## src/core/hbp_pkg.sv

```systemverilog
package hbp_pkg;
  // apb word offsets
  localparam logic [11:0] CTRL_OFS     = 12'h000;
  localparam logic [11:0] STATUS_OFS   = 12'h004;
  localparam logic [11:0] OUTBUF_OFS   = 12'h008;
  localparam logic [11:0] INBUF_OFS    = 12'h00c;
  localparam logic [11:0] PORT2_OFS    = 12'h010;
  localparam logic [11:0] IRQ_STAT_OFS = 12'h014;
  localparam logic [11:0] IRQ_MASK_OFS = 12'h018;

  // control register fields
  localparam int CTRL_FLAGS_EN_BIT = 0;
  localparam int CTRL_DMA_EN_BIT   = 1;
  localparam int CTRL_DRQ_BIT      = 2;

  // host status byte fields
  localparam int STS_OUT_FULL_BIT = 0;
  localparam int STS_IN_FULL_BIT  = 1;
  localparam int STS_F0_BIT       = 2;
  localparam int STS_CMD_BIT      = 3;
  localparam int STS_USER_LSB     = 4;
  localparam int STS_USER_W       = 4;

  // port 2 pin roles
  localparam int P2_OUT_FULL_PIN = 4;
  localparam int P2_IN_FULL_PIN  = 5;
  localparam int P2_DRQ_PIN      = 6;
  localparam int P2_GRANT_PIN    = 7;

  // interrupt event bits
  localparam int IRQ_HOST_WR_BIT = 0;
  localparam int IRQ_HOST_RD_BIT = 1;
  localparam int IRQ_DMA_BIT     = 2;
  localparam int IRQ_W           = 3;

  // reset values
  localparam logic [7:0]       PORT2_RESET    = 8'hff;
  localparam logic [2:0]       CTRL_RESET     = 3'h0;
  localparam logic [IRQ_W-1:0] IRQ_MASK_RESET = 3'h0;
endpackage : hbp_pkg

```

## src/core/host_evt_if.sv

```systemverilog
`timescale 1ns/1ns
`default_nettype none
interface host_evt_if;
  logic       dma_en;
  logic       rd_active;
  logic       rd_a0;
  logic       rd_end;
  logic       wr_end;
  logic       wr_a0;
  logic [7:0] wr_data;
  logic       dma_end;
  logic [7:0] p2_pins;

  // bus front end produces events
  modport front (input dma_en, output rd_active, rd_a0, rd_end, wr_end, wr_a0, wr_data,
                 dma_end, p2_pins);
  // core consumes them
  modport core (output dma_en, input rd_active, rd_a0, rd_end, wr_end, wr_a0, wr_data,
                dma_end, p2_pins);
endinterface : host_evt_if
`default_nettype wire

```

## src/core/host_bus_front.sv

```systemverilog
`timescale 1ns/1ns
`default_nettype none
module host_bus_front
  import hbp_pkg::*;
(
  // clock and reset
  input  wire logic       sys_clk_i,
  input  wire logic       rstn_i,
  // raw host pins
  input  wire logic       cs_n_i,
  input  wire logic       cmd_data_select_i,
  input  wire logic       rd_n_i,
  input  wire logic       wr_n_i,
  input  wire logic [7:0] data_i,
  input  wire logic [7:0] p2_i,
  // events to core
  host_evt_if.front       ev
);
  localparam int RAW_W = 20;

  logic [RAW_W-1:0] s1_reg, s2_reg;
  logic             rd_prev_reg, rd_prev_next;
  logic             wr_prev_reg, wr_prev_next;
  logic             a0_hold_reg, a0_hold_next;
  logic             dma_grant_pin_hold_reg, dma_grant_pin_hold_next;
  logic [7:0]       data_hold_reg, data_hold_next;
  logic             cs_s, a0_s, rd_s, wr_s;
  logic [7:0]       d_s, p2_s;
  logic             dma_grant_pin, sel, a0_eff, rd_act, wr_act;

  // two-stage synchroniser, nothing reads stage one but stage two
  always_ff @(posedge sys_clk_i or negedge rstn_i)
  begin
    if (!rstn_i)
    begin
      s1_reg <= {4'hf, 8'h00, 8'hff};
      s2_reg <= {4'hf, 8'h00, 8'hff};
    end
    else
    begin
      s1_reg <= {cs_n_i, cmd_data_select_i, rd_n_i, wr_n_i, data_i, p2_i};
      s2_reg <= s1_reg;
    end
  end

  assign {cs_s, a0_s, rd_s, wr_s, d_s, p2_s} = s2_reg;

  assign dma_grant_pin   = ev.dma_en & ~p2_s[P2_GRANT_PIN];
  assign sel    = ~cs_s | dma_grant_pin;
  assign a0_eff = a0_s & ~dma_grant_pin;
  assign rd_act = sel & ~rd_s;
  assign wr_act = sel & ~wr_s;

  // strobe tracking and hold of address and data
  always_comb
  begin
    rd_prev_next   = rd_act;
    wr_prev_next   = wr_act;
    a0_hold_next   = (rd_act | wr_act) ? a0_eff : a0_hold_reg;
    dma_grant_pin_hold_next = (rd_act | wr_act) ? dma_grant_pin : dma_grant_pin_hold_reg;
    data_hold_next = wr_act ? d_s : data_hold_reg;
  end

  always_ff @(posedge sys_clk_i or negedge rstn_i)
  begin
    if (!rstn_i)
    begin
      rd_prev_reg   <= 1'b0;
      wr_prev_reg   <= 1'b0;
      a0_hold_reg   <= 1'b0;
      dma_grant_pin_hold_reg <= 1'b0;
      data_hold_reg <= 8'h00;
    end
    else
    begin
      rd_prev_reg   <= rd_prev_next;
      wr_prev_reg   <= wr_prev_next;
      a0_hold_reg   <= a0_hold_next;
      dma_grant_pin_hold_reg <= dma_grant_pin_hold_next;
      data_hold_reg <= data_hold_next;
    end
  end

  // events: a strobe completes on its trailing edge
  assign ev.rd_active = rd_act;
  assign ev.rd_a0     = a0_eff;
  assign ev.rd_end    = rd_prev_reg & ~rd_act;
  assign ev.wr_end    = wr_prev_reg & ~wr_act;
  assign ev.wr_a0     = a0_hold_reg;
  assign ev.wr_data   = data_hold_reg;
  assign ev.dma_end   = dma_grant_pin_hold_reg & ((rd_prev_reg & ~rd_act) | (wr_prev_reg & ~wr_act));
  assign ev.p2_pins   = p2_s;
endmodule : host_bus_front
`default_nettype wire

```

## src/core/slave_host_buffer_port.sv

```systemverilog
// Chosen here: the APB register port and the address map.
`timescale 1ns/1ns
`default_nettype none
// Overview of operation
// - separate host input and output buffers, neither direction overwrites the other
// - software loads the upper status nibble in one write
// - flags enable puts output-full on p2 pin 4, input-full on pin 5
// - dma enable makes p2 pin 6 request output, pin 7 grant input
// - device raises dma request to ask for a transfer
// - grant forces select and address low and drops the request
// - granted read returns output buffer, granted write loads input buffer
// - status bit 0 set on device load, cleared by host data read (address line low)
// - status bit 1 set by host write, cleared by device read
// - each host write copies the address line into the command flag
module slave_host_buffer_port
  import hbp_pkg::*;
(
  // clock and reset
  input  wire logic        sys_clk_i,
  input  wire logic        rstn_i,
  // apb slave
  input  wire logic        psel_i,
  input  wire logic        penable_i,
  input  wire logic        pwrite_i,
  input  wire logic [11:0] paddr_i,
  input  wire logic [31:0] pwdata_i,
  output var  logic [31:0] prdata_o,
  output var  logic        pready_o,
  output var  logic        pslverr_o,
  // host bus pins
  input  wire logic        cs_n_i,
  input  wire logic        cmd_data_select_i,
  input  wire logic        rd_n_i,
  input  wire logic        wr_n_i,
  input  wire logic [7:0]  data_i,
  output var  logic [7:0]  data_o,
  output var  logic        data_oe_o,
  // port 2 pins
  input  wire logic [7:0]  p2_i,
  output var  logic [7:0]  p2_o,
  output var  logic [7:0]  p2_oe_o,
  // interrupt
  output var  logic        irq_o
);
  import hbp_pkg::*;

  host_evt_if ev ();

  host_bus_front u_front (
    .sys_clk_i         (sys_clk_i),
    .rstn_i            (rstn_i),
    .cs_n_i            (cs_n_i),
    .cmd_data_select_i (cmd_data_select_i),
    .rd_n_i            (rd_n_i),
    .wr_n_i            (wr_n_i),
    .data_i            (data_i),
    .p2_i              (p2_i),
    .ev                (ev)
  );

  logic [7:0]       out_buf_reg, out_buf_next;
  logic [7:0]       in_buf_reg, in_buf_next;
  logic             out_full_reg, out_full_next;
  logic             in_full_reg, in_full_next;
  logic             f0_reg, f0_next;
  logic             cmd_flag_reg, cmd_flag_next;
  logic [3:0]       user_reg, user_next;
  logic [2:0]       ctrl_reg, ctrl_next;
  logic [7:0]       port2_reg, port2_next;
  logic [IRQ_W-1:0] irq_stat_reg, irq_stat_next;
  logic [IRQ_W-1:0] irq_mask_reg, irq_mask_next;
  logic [31:0]      prdata_next;
  logic             pready_next, pslverr_next, irq_next;
  logic [7:0]       data_next, p2_next, p2_oe_next;
  logic             data_oe_next;
  logic [7:0]       status_byte;
  logic             setup, access, wr_acc, rd_acc, mapped;
  logic             flags_en, dma_en, dma_request_pin;
  logic             host_wr_buf, host_rd_buf;

  // apb phases: zero-wait, one access cycle after setup
  assign setup  = psel_i & ~penable_i;
  assign access = psel_i & penable_i & pready_o;
  assign wr_acc = access & pwrite_i;
  assign rd_acc = access & ~pwrite_i;
  assign mapped = (paddr_i == CTRL_OFS) || (paddr_i == STATUS_OFS) ||
                  (paddr_i == OUTBUF_OFS) || (paddr_i == INBUF_OFS) ||
                  (paddr_i == PORT2_OFS) || (paddr_i == IRQ_STAT_OFS) ||
                  (paddr_i == IRQ_MASK_OFS);

  assign flags_en = ctrl_reg[CTRL_FLAGS_EN_BIT];
  assign dma_en   = ctrl_reg[CTRL_DMA_EN_BIT];
  assign dma_request_pin      = ctrl_reg[CTRL_DRQ_BIT];
  assign ev.dma_en = dma_en;

  // host side buffer accesses
  assign host_wr_buf = ev.wr_end;
  assign host_rd_buf = ev.rd_end & ~ev.wr_a0;

  assign status_byte = {user_reg, cmd_flag_reg, f0_reg, in_full_reg, out_full_reg};

  // buffers, flags and status
  always_comb
  begin
    out_buf_next  = out_buf_reg;
    in_buf_next   = in_buf_reg;
    out_full_next = out_full_reg;
    in_full_next  = in_full_reg;
    f0_next       = f0_reg;
    cmd_flag_next = cmd_flag_reg;
    user_next     = user_reg;
    if (host_rd_buf)
      out_full_next = 1'b0;
    if (rd_acc && paddr_i == INBUF_OFS)
      in_full_next = 1'b0;
    if (host_wr_buf)
    begin
      in_buf_next  = ev.wr_data;
      // host write sets input-full, wins over clear
      in_full_next = 1'b1;
    end
    if (wr_acc && paddr_i == STATUS_OFS)
    begin
      user_next     = pwdata_i[STS_USER_LSB +: STS_USER_W];
      f0_next       = pwdata_i[STS_F0_BIT];
      cmd_flag_next = pwdata_i[STS_CMD_BIT];
    end
    // address line copied on host write
    if (host_wr_buf)
      cmd_flag_next = ev.wr_a0;
    if (wr_acc && paddr_i == OUTBUF_OFS)
    begin
      out_buf_next  = pwdata_i[7:0];
      // device load sets output-full, wins over clear
      out_full_next = 1'b1;
    end
  end

  always_ff @(posedge sys_clk_i or negedge rstn_i)
  begin
    if (!rstn_i)
    begin
      out_buf_reg  <= 8'h00;
      in_buf_reg   <= 8'h00;
      out_full_reg <= 1'b0;
      in_full_reg  <= 1'b0;
      f0_reg       <= 1'b0;
      cmd_flag_reg <= 1'b0;
      user_reg     <= 4'h0;
    end
    else
    begin
      out_buf_reg  <= out_buf_next;
      in_buf_reg   <= in_buf_next;
      out_full_reg <= out_full_next;
      in_full_reg  <= in_full_next;
      f0_reg       <= f0_next;
      cmd_flag_reg <= cmd_flag_next;
      user_reg     <= user_next;
    end
  end

  // control, port latch and interrupt registers
  always_comb
  begin
    ctrl_next     = ctrl_reg;
    port2_next    = port2_reg;
    irq_mask_next = irq_mask_reg;
    irq_stat_next = irq_stat_reg;
    if (wr_acc && paddr_i == CTRL_OFS)
      ctrl_next = pwdata_i[2:0];
    if (dma_en && !ev.p2_pins[P2_GRANT_PIN])
      ctrl_next[CTRL_DRQ_BIT] = 1'b0;
    if (wr_acc && paddr_i == PORT2_OFS)
      port2_next = pwdata_i[7:0];
    if (wr_acc && paddr_i == IRQ_MASK_OFS)
      irq_mask_next = pwdata_i[IRQ_W-1:0];
    if (wr_acc && paddr_i == IRQ_STAT_OFS)
      irq_stat_next = irq_stat_reg & ~pwdata_i[IRQ_W-1:0];
    // events set after the clear so they win
    if (host_wr_buf)
      irq_stat_next[IRQ_HOST_WR_BIT] = 1'b1;
    if (host_rd_buf)
      irq_stat_next[IRQ_HOST_RD_BIT] = 1'b1;
    if (ev.dma_end)
      irq_stat_next[IRQ_DMA_BIT] = 1'b1;
    irq_next = |(irq_stat_next & irq_mask_next);
  end

  always_ff @(posedge sys_clk_i or negedge rstn_i)
  begin
    if (!rstn_i)
    begin
      ctrl_reg     <= CTRL_RESET;
      port2_reg    <= PORT2_RESET;
      irq_mask_reg <= IRQ_MASK_RESET;
      irq_stat_reg <= '0;
      irq_o        <= 1'b0;
    end
    else
    begin
      ctrl_reg     <= ctrl_next;
      port2_reg    <= port2_next;
      irq_mask_reg <= irq_mask_next;
      irq_stat_reg <= irq_stat_next;
      irq_o        <= irq_next;
    end
  end

  // apb answer prepared in the setup cycle
  always_comb
  begin
    pready_next  = setup;
    pslverr_next = setup & ~mapped;
    prdata_next  = prdata_o;
    if (setup)
    begin
      prdata_next = 32'h0000_0000;
      case (paddr_i)
        CTRL_OFS:     prdata_next[2:0] = ctrl_reg;
        STATUS_OFS:   prdata_next[7:0] = status_byte;
        OUTBUF_OFS:   prdata_next[7:0] = out_buf_reg;
        INBUF_OFS:    prdata_next[7:0] = in_buf_reg;
        PORT2_OFS:    prdata_next[7:0] = ev.p2_pins;
        IRQ_STAT_OFS: prdata_next[IRQ_W-1:0] = irq_stat_reg;
        IRQ_MASK_OFS: prdata_next[IRQ_W-1:0] = irq_mask_reg;
        default:      prdata_next = 32'h0000_0000;
      endcase
    end
  end

  always_ff @(posedge sys_clk_i or negedge rstn_i)
  begin
    if (!rstn_i)
    begin
      prdata_o  <= 32'h0000_0000;
      pready_o  <= 1'b0;
      pslverr_o <= 1'b0;
    end
    else
    begin
      prdata_o  <= prdata_next;
      pready_o  <= pready_next;
      pslverr_o <= pslverr_next;
    end
  end

  // host data bus drive during a selected read
  always_comb
  begin
    data_oe_next = ev.rd_active;
    data_next    = ev.rd_a0 ? status_byte : out_buf_reg;
  end

  // port 2 pin roles, ordinary bits drive low only
  genvar gi;
  generate
    for (gi = 0; gi < 8; gi++)
    begin : g_p2
      always_comb
      begin
        p2_next[gi]    = 1'b0;
        p2_oe_next[gi] = ~port2_reg[gi];
        if (gi == P2_OUT_FULL_PIN && flags_en)
        begin
          p2_next[gi]    = out_full_reg;
          p2_oe_next[gi] = 1'b1;
        end
        else if (gi == P2_IN_FULL_PIN && flags_en)
        begin
          p2_next[gi]    = in_full_reg;
          p2_oe_next[gi] = 1'b1;
        end
        else if (gi == P2_DRQ_PIN && dma_en)
        begin
          p2_next[gi]    = dma_request_pin;
          p2_oe_next[gi] = 1'b1;
        end
        else if (gi == P2_GRANT_PIN && dma_en)
        begin
          p2_next[gi]    = 1'b0;
          p2_oe_next[gi] = 1'b0;
        end
      end
    end
  endgenerate

  always_ff @(posedge sys_clk_i or negedge rstn_i)
  begin
    if (!rstn_i)
    begin
      data_o    <= 8'h00;
      data_oe_o <= 1'b0;
      p2_o      <= 8'h00;
      p2_oe_o   <= 8'h00;
    end
    else
    begin
      data_o    <= data_next;
      data_oe_o <= data_oe_next;
      p2_o      <= p2_next;
      p2_oe_o   <= p2_oe_next;
    end
  end
endmodule : slave_host_buffer_port
`default_nettype wire

```

## config.mk

```make
export PLATFORM = sky130hd
export DESIGN_NAME = slave_host_buffer_port
export DESIGN_NICKNAME = d
export VERILOG_FILES = /design/src/core/hbp_pkg.sv /design/src/core/host_evt_if.sv /design/src/core/host_bus_front.sv /design/src/core/slave_host_buffer_port.sv
export SDC_FILE = /design/constraint.sdc
export NUM_CORES = 1
export LEC_CHECK = 0
export BUFFER_PORTS_ARGS = -buffer_cell sky130_fd_sc_hd__clkbuf_2
export CAP_MARGIN = 10
export CORE_ASPECT_RATIO = 0.8
export CORE_MARGIN = 10
export CORE_UTILIZATION = 52
export DETAILED_ROUTE_END_ITERATION = 8
export MAX_ROUTING_LAYER = met4
export PLACE_DENSITY = 0.87
export SLEW_MARGIN = 20
export SYNTH_ARGS = -nofsm -noshare
export SYNTH_HDL_FRONTEND = slang
export SYNTH_SLANG_ARGS = --single-unit
```

## constraint.sdc

```tcl
create_clock -name sys_clk_i -period 1.8 [get_ports sys_clk_i]
set_input_delay 0.18 -clock sys_clk_i [delete_from_list [all_inputs] [get_ports sys_clk_i]]
set_output_delay 0.18 -clock sys_clk_i [all_outputs]
set_load 0.02 [all_outputs]
```

# [Yosys cells after proc, flatten, opt, wreduce, memory -nomap -nowiden]
# Cells that the tools add are included.
[op_classes] bitwise=39 n_eq_ne=6 mux=23 reduce_logical=21
[ops] operator="== test 12 x 5 -> 1 bit, second input constant" n=3
[ops] operator="== test 12 x 4 -> 1 bit, second input constant" n=2
[ops] operator="case mux 3 bit (7 select lines)" n=1
[ops] operator="case mux 5 bit (4 select lines)" n=1
[ops] operator="NOT 1 bit" n=19
[ops] operator="2-to-1 mux 1 bit" n=17
[ops] operator="AND 1 bit" n=14
[ops] operator="== test 12 x 3 -> 1 bit, second input constant" n=1
[ops] operator="logical NOT 12 bit" n=1
[ops] operator="2-to-1 mux 3 bit" n=3
[ops] operator="logical AND 1 bit" n=8
[ops] operator="2-to-1 mux 8 bit" n=1
[ops] operator="nonzero test 2 bit" n=4
[ops] operator="AND 3 bit" n=2
[ops] operator="logical OR 1 bit" n=6
[ops] operator="NOT 3 bit" n=1
[ops] operator="OR 1 bit" n=3
[ops] operator="OR reduction 3 bit" n=1
[ops] operator="logical NOT 1 bit" n=1
[word_totals] ff_bits=123

# [Logic depth before layout (Yosys ltp)]
[depth] depth_word=11 mapped_depth=7 mapped_depth_nobuf=5

# [Cells and area by module]
# A second synthesis with hierarchy kept.
[hier_totals] cells_unflattened=342 hier_area_um2=4918.5
[by_module_without_submodules] mod="slave_host_buffer_port" seq_area_each_um2=1811.7 area_per_inst_um2=3284.4 n_inst=1 cells_per_inst=258
[by_module_without_submodules] mod="host_bus_front" seq_area_each_um2=1331.3 area_per_inst_um2=1634.1 n_inst=1 cells_per_inst=84

# [Worst setup path after synthesis]
# No wires, ideal clock.
[synth_timing] kind="register -> register" start="register pready_o" end="register port2_reg[6]" required_ns=1.718 path_stages_with_launch=6 t_arrival_ns=1.619 setup_time_ns=0.082 synth_period_minus_slack_ns=1.701 path_slack_ns=0.099 cell_sequence="dfrtp_1 > and4_1 > nand4_1 > nor2b_1 > buf_4 > mux2_2"
[synth_between] elab_chain_cells=3
[synth_lines] item="start: declaration" line="slave_host_buffer_port.sv:28" rtl="output var logic pready_o,"
[synth_lines] item="start signal: assignment" line="slave_host_buffer_port.sv:243" rtl="pready_o <= pready_next;"
[synth_lines] item="AND 1 bit" line="slave_host_buffer_port.sv:83" rtl="assign access = psel_i & penable_i & pready_o;"
[synth_lines] item="AND 1 bit" line="slave_host_buffer_port.sv:84" rtl="assign wr_acc = access & pwrite_i;"
[synth_lines] item="logical AND 1 bit" line="slave_host_buffer_port.sv:174" rtl="if (wr_acc && paddr_i == PORT2_OFS)"
[synth_lines] item="end signal: assignment" line="slave_host_buffer_port.sv:203" rtl="port2_reg <= port2_next;"
[synth_lines] item="end: declaration" line="slave_host_buffer_port.sv:69" rtl="logic [7:0] port2_reg, port2_next;"
# No other way between the ends.
# A chain may end at the register's enable or synchronous reset.

# [Final worst setup path]
[layout_timing] start="register irq_mask_reg[2]" end="register prdata_o[2]"
[layout_between] elab_chain_cells=1
[layout_lines] item="start: declaration" line="slave_host_buffer_port.sv:71" rtl="logic [IRQ_W-1:0] irq_mask_reg, irq_mask_next;"
[layout_lines] item="start signal: assignment" line="slave_host_buffer_port.sv:204" rtl="irq_mask_reg <= irq_mask_next;"
[layout_lines] item="case mux 3 bit (7 select lines)" line="slave_host_buffer_port.sv:219" rtl="case (paddr_i)"
[layout_lines] item="end signal: assignment" line="slave_host_buffer_port.sv:242" rtl="prdata_o <= prdata_next;"
[layout_lines] item="end: declaration" line="slave_host_buffer_port.sv:27" rtl="output var logic [31:0] prdata_o,"
# No other way between the ends.

==> results by group <==
Run status
  • Status: finished clean

Critical path
  • Critical Path RT: 2080 ps
  • Reg2Reg Setup Slack: 100 ps
  • FF-to-FF path depth: 6
  • Setup CP Type: register to register
  • CP Launch Type: register
  • Critical path arrival: 1980 ps
  • Worst r2r src: irq_mask_reg[2]
  • FF-to-FF End: prdata_o[2]
  • CP Max Fanout: 2
  • CP endpoint kind: register

Timing
  • Max Freq: 588 MHz
  • Slew margin rel.: 60.3%
  • Final-report max-slew violation count: 0
  • Clock Skew: 6.07 ps
  • Minimum clock period after layout: 1700 ps
  • Final count of hold timing violations: 0
  • Tightest Pin Transition: 596 ps
  • Final setup fails: 0
  • Worst Slack Setup Final: 98.0 ps
  • Final TNS setup: 0 ps
  • Fin crit share: 94.6%
  • Unrepaired setup endpoints after global routing: no

Logic synthesis
  • Biggest area consumer among synthesized cells: dfrtp_1
  • Mapped Cells: 351
  • Yosys warns: 0
  • Synthesized area: 0.00481 sq mm
  • Sequential fraction of the synthesis area: 64.9%
  • Most used DFF post-synth: dfrtp_1
  • Ys async rst share: 100%
  • Synth unique cells: 42
  • Post-synth top area share: 47.4%
  • #FFs+latches synth: 123
  • Post-synth EDFFs: 0
  • Area contributors post-synth: dfrtp_1 (47%), dfstp_2 (17%), mux2_2 (9.8%), buf_4 (4.8%), mux2i_1 (2.1%)
  • Average size of a mapped cell: 13.7 sq um

Clock tree
  • CTS max path bufs: 2
  • Worst-path clk slew: 60 ps
  • Max H-tree Level: 4
  • Clock Latency Late Sink: 410 ps
  • Num CTS Buffers: 17
  • TritonCTS clock tree: yes
  • Root cell of the clock tree: clkbuf_16
  • Sink Count: 123
  • # Post-CTS Setup Buffers: 0

Drt
  • Routed wire length: 10,900 um
  • Routed Antenna Nets: 0
  • DR iter-0 viols: 154
  • DRC: 0
  • DRT Pass-1 Iters: 5
  • Vias: 3,127
  • Routed len/inst: 17.8 um
  • Via density per instance: 5.10

Floorplanning
  • Ports: 129
  • Vert. Die Dim: 106 um
  • Width of the die: 127 um
  • Initial Utilization: 53.2%
  • Die area: 0.0135 sq mm
  • Row count: 31
  • Core Footprint: 0.00904 sq mm

Power
  • P_leak: 3.03 nW
  • Max VDD drop: 1.11 mV
  • PwrDens: 1140 mW/mm^2
  • Total power: 7.10 mW

Min path
  • Hold Crit Start: pwdata_i[3]
  • Worst hold stages: 3
  • Worst hold endpoint: port2_reg[3]
  • Min-delay worst type: input port to register

Global route
  • Initial antenna violation count: 1
  • Largest net degree at the start of global routing: 124
  • Gr ovfl total: 0
  • All-layer global routing usage: 17.0%
  • First-pass GRT wire length: 17,500 um
  • Vias in the first global route: 3,416

Cells and area
  • Share of cells above drive strength 1: 45.7%
  • Fin util: 69.2%
  • Final Cell Area: 0.00626 sq mm
  • Layout area overhead: 30.1%
  • Nets@finish: 553

Placed design
  • Port bufs: 75
  • Post-DP Area: 0.00538 sq mm
  • Final HPWL from detailed placement: 7770 um
  • Gpl congestion: 0.903
  • DP Worst Slack: -132 ps

Job
  • Max-cap viol count: 0
-- worst max-delay path: stages, from the launching register on --
cell	delay, ps
dfrtp_1	380
mux2_2	260
a222oi_1	370
nor2_1	100
a2111oi_2	260
buf_4	170
nor3_1	40
-- cell usage in the layout, fill, tap and decap left out, types with 14 or more instances in the layout --
cell / n
dfrtp_1: 91
clkbuf_2: 74
mux2_2: 42
dfstp_2: 32
buf_4: 31
conb_1: 29
dlygate4sd3_1: 21
clkbuf_16: 17
inv_1: 14
-- per-layer routing --
| layer | wire length, um | track usage, % | share of wire (%) | vias to the layer above |
|---|---|---|---|---|
| met5 | 0 | - | 0 | - |
| met4 | 167 | 5.76 | 1.5 | 0 |
| met3 | 770 | 7.05 | 7.1 | 22 |
| met2 | 5670 | 27.4 | 52 | 111 |
| met1 | 4300 | 18.6 | 39 | 1559 |
| li1 | - | - | - | 1435 |
-- area by class of cell --
class                   count  area [sq um]
clock inverters            14           194
well taps                 115           144
multi-input cells         201          1470
diodes                      1          2.50
fillers                   628          2780
repair buffers            127           833
clock buffers              18           439
inverters                  14          52.6
flip-flops and latches    123          3120
-- timing repair --
item | in CTS | in global routing
pin swaps | 0 | 2
resized for setup | 3 | 7
cloned | 0 | 0
setup endpoints to repair | 2 | 5
endpoints found under the hold margin | 111 | 0
hold buffers | 21 | 0
-- how the worst max path moves through the flow --
stage                                from      endpoint  slack, ps  cells after the start
after floorplan                  pready_o  port2_reg[6]        100                      5
after global placement         paddr_i[3]   prdata_o[2]       -140                      7
after detailed placement       paddr_i[3]   prdata_o[2]       -130                      7
after CTS                 irq_mask_reg[2]   prdata_o[2]         40                      6
after global routing             pready_o         irq_o          5                      5
final                     irq_mask_reg[2]   prdata_o[2]        100                      6
-- report_power, final --
part	switching (mW)	total (mW)	internal (mW)
combinational	0.279	0.496	0.217
sequential	0.0826	3.02	2.93
clock	1.23	3.59	2.36
total	1.60	7.10	5.51
-- synthesized netlist by cell type (2+ instances only) --
cell	n
and2_1	5
nor2b_1	4
or2_2	2
clkbuf_1	2
and4_1	2
dfstp_2	32
a22oi_1	6
nand2_1	13
mux2_4	2
nand3_1	4
and3_1	2
mux2i_1	10
buf_4	31
dfrtp_1	91
nor4_1	3
buf_2	5
a22o_1	5
o22ai_1	6
nand2b_1	8
buf_6	3
o21ai_0	13
and3b_1	2
mux2_2	42
nor3_1	9
inv_1	14
a2111oi_0	2
nor2_1	13
a21oi_1	4
a222oi_1	3
-- kinds of logic after synthesis --
group                  share of synthesized area [%]
AO/OA/AOI/OAI                                   6.38
buffers and inverters                           7.31
flip-flops                                      64.9
multiplexers                                    12.5
other                                         0.0780
AND/OR/NAND/NOR                                 8.82
-- per-stage QoR --
stage          hold WS, ps  instances
2_1_floorplan         -116        379
3_3_place_gp           267        559
3_5_place_dp           269        559
4_1_cts               16.3        612
5_1_grt               23.0        613
6_report              29.2        613
(Power assumes the default switching activity.)
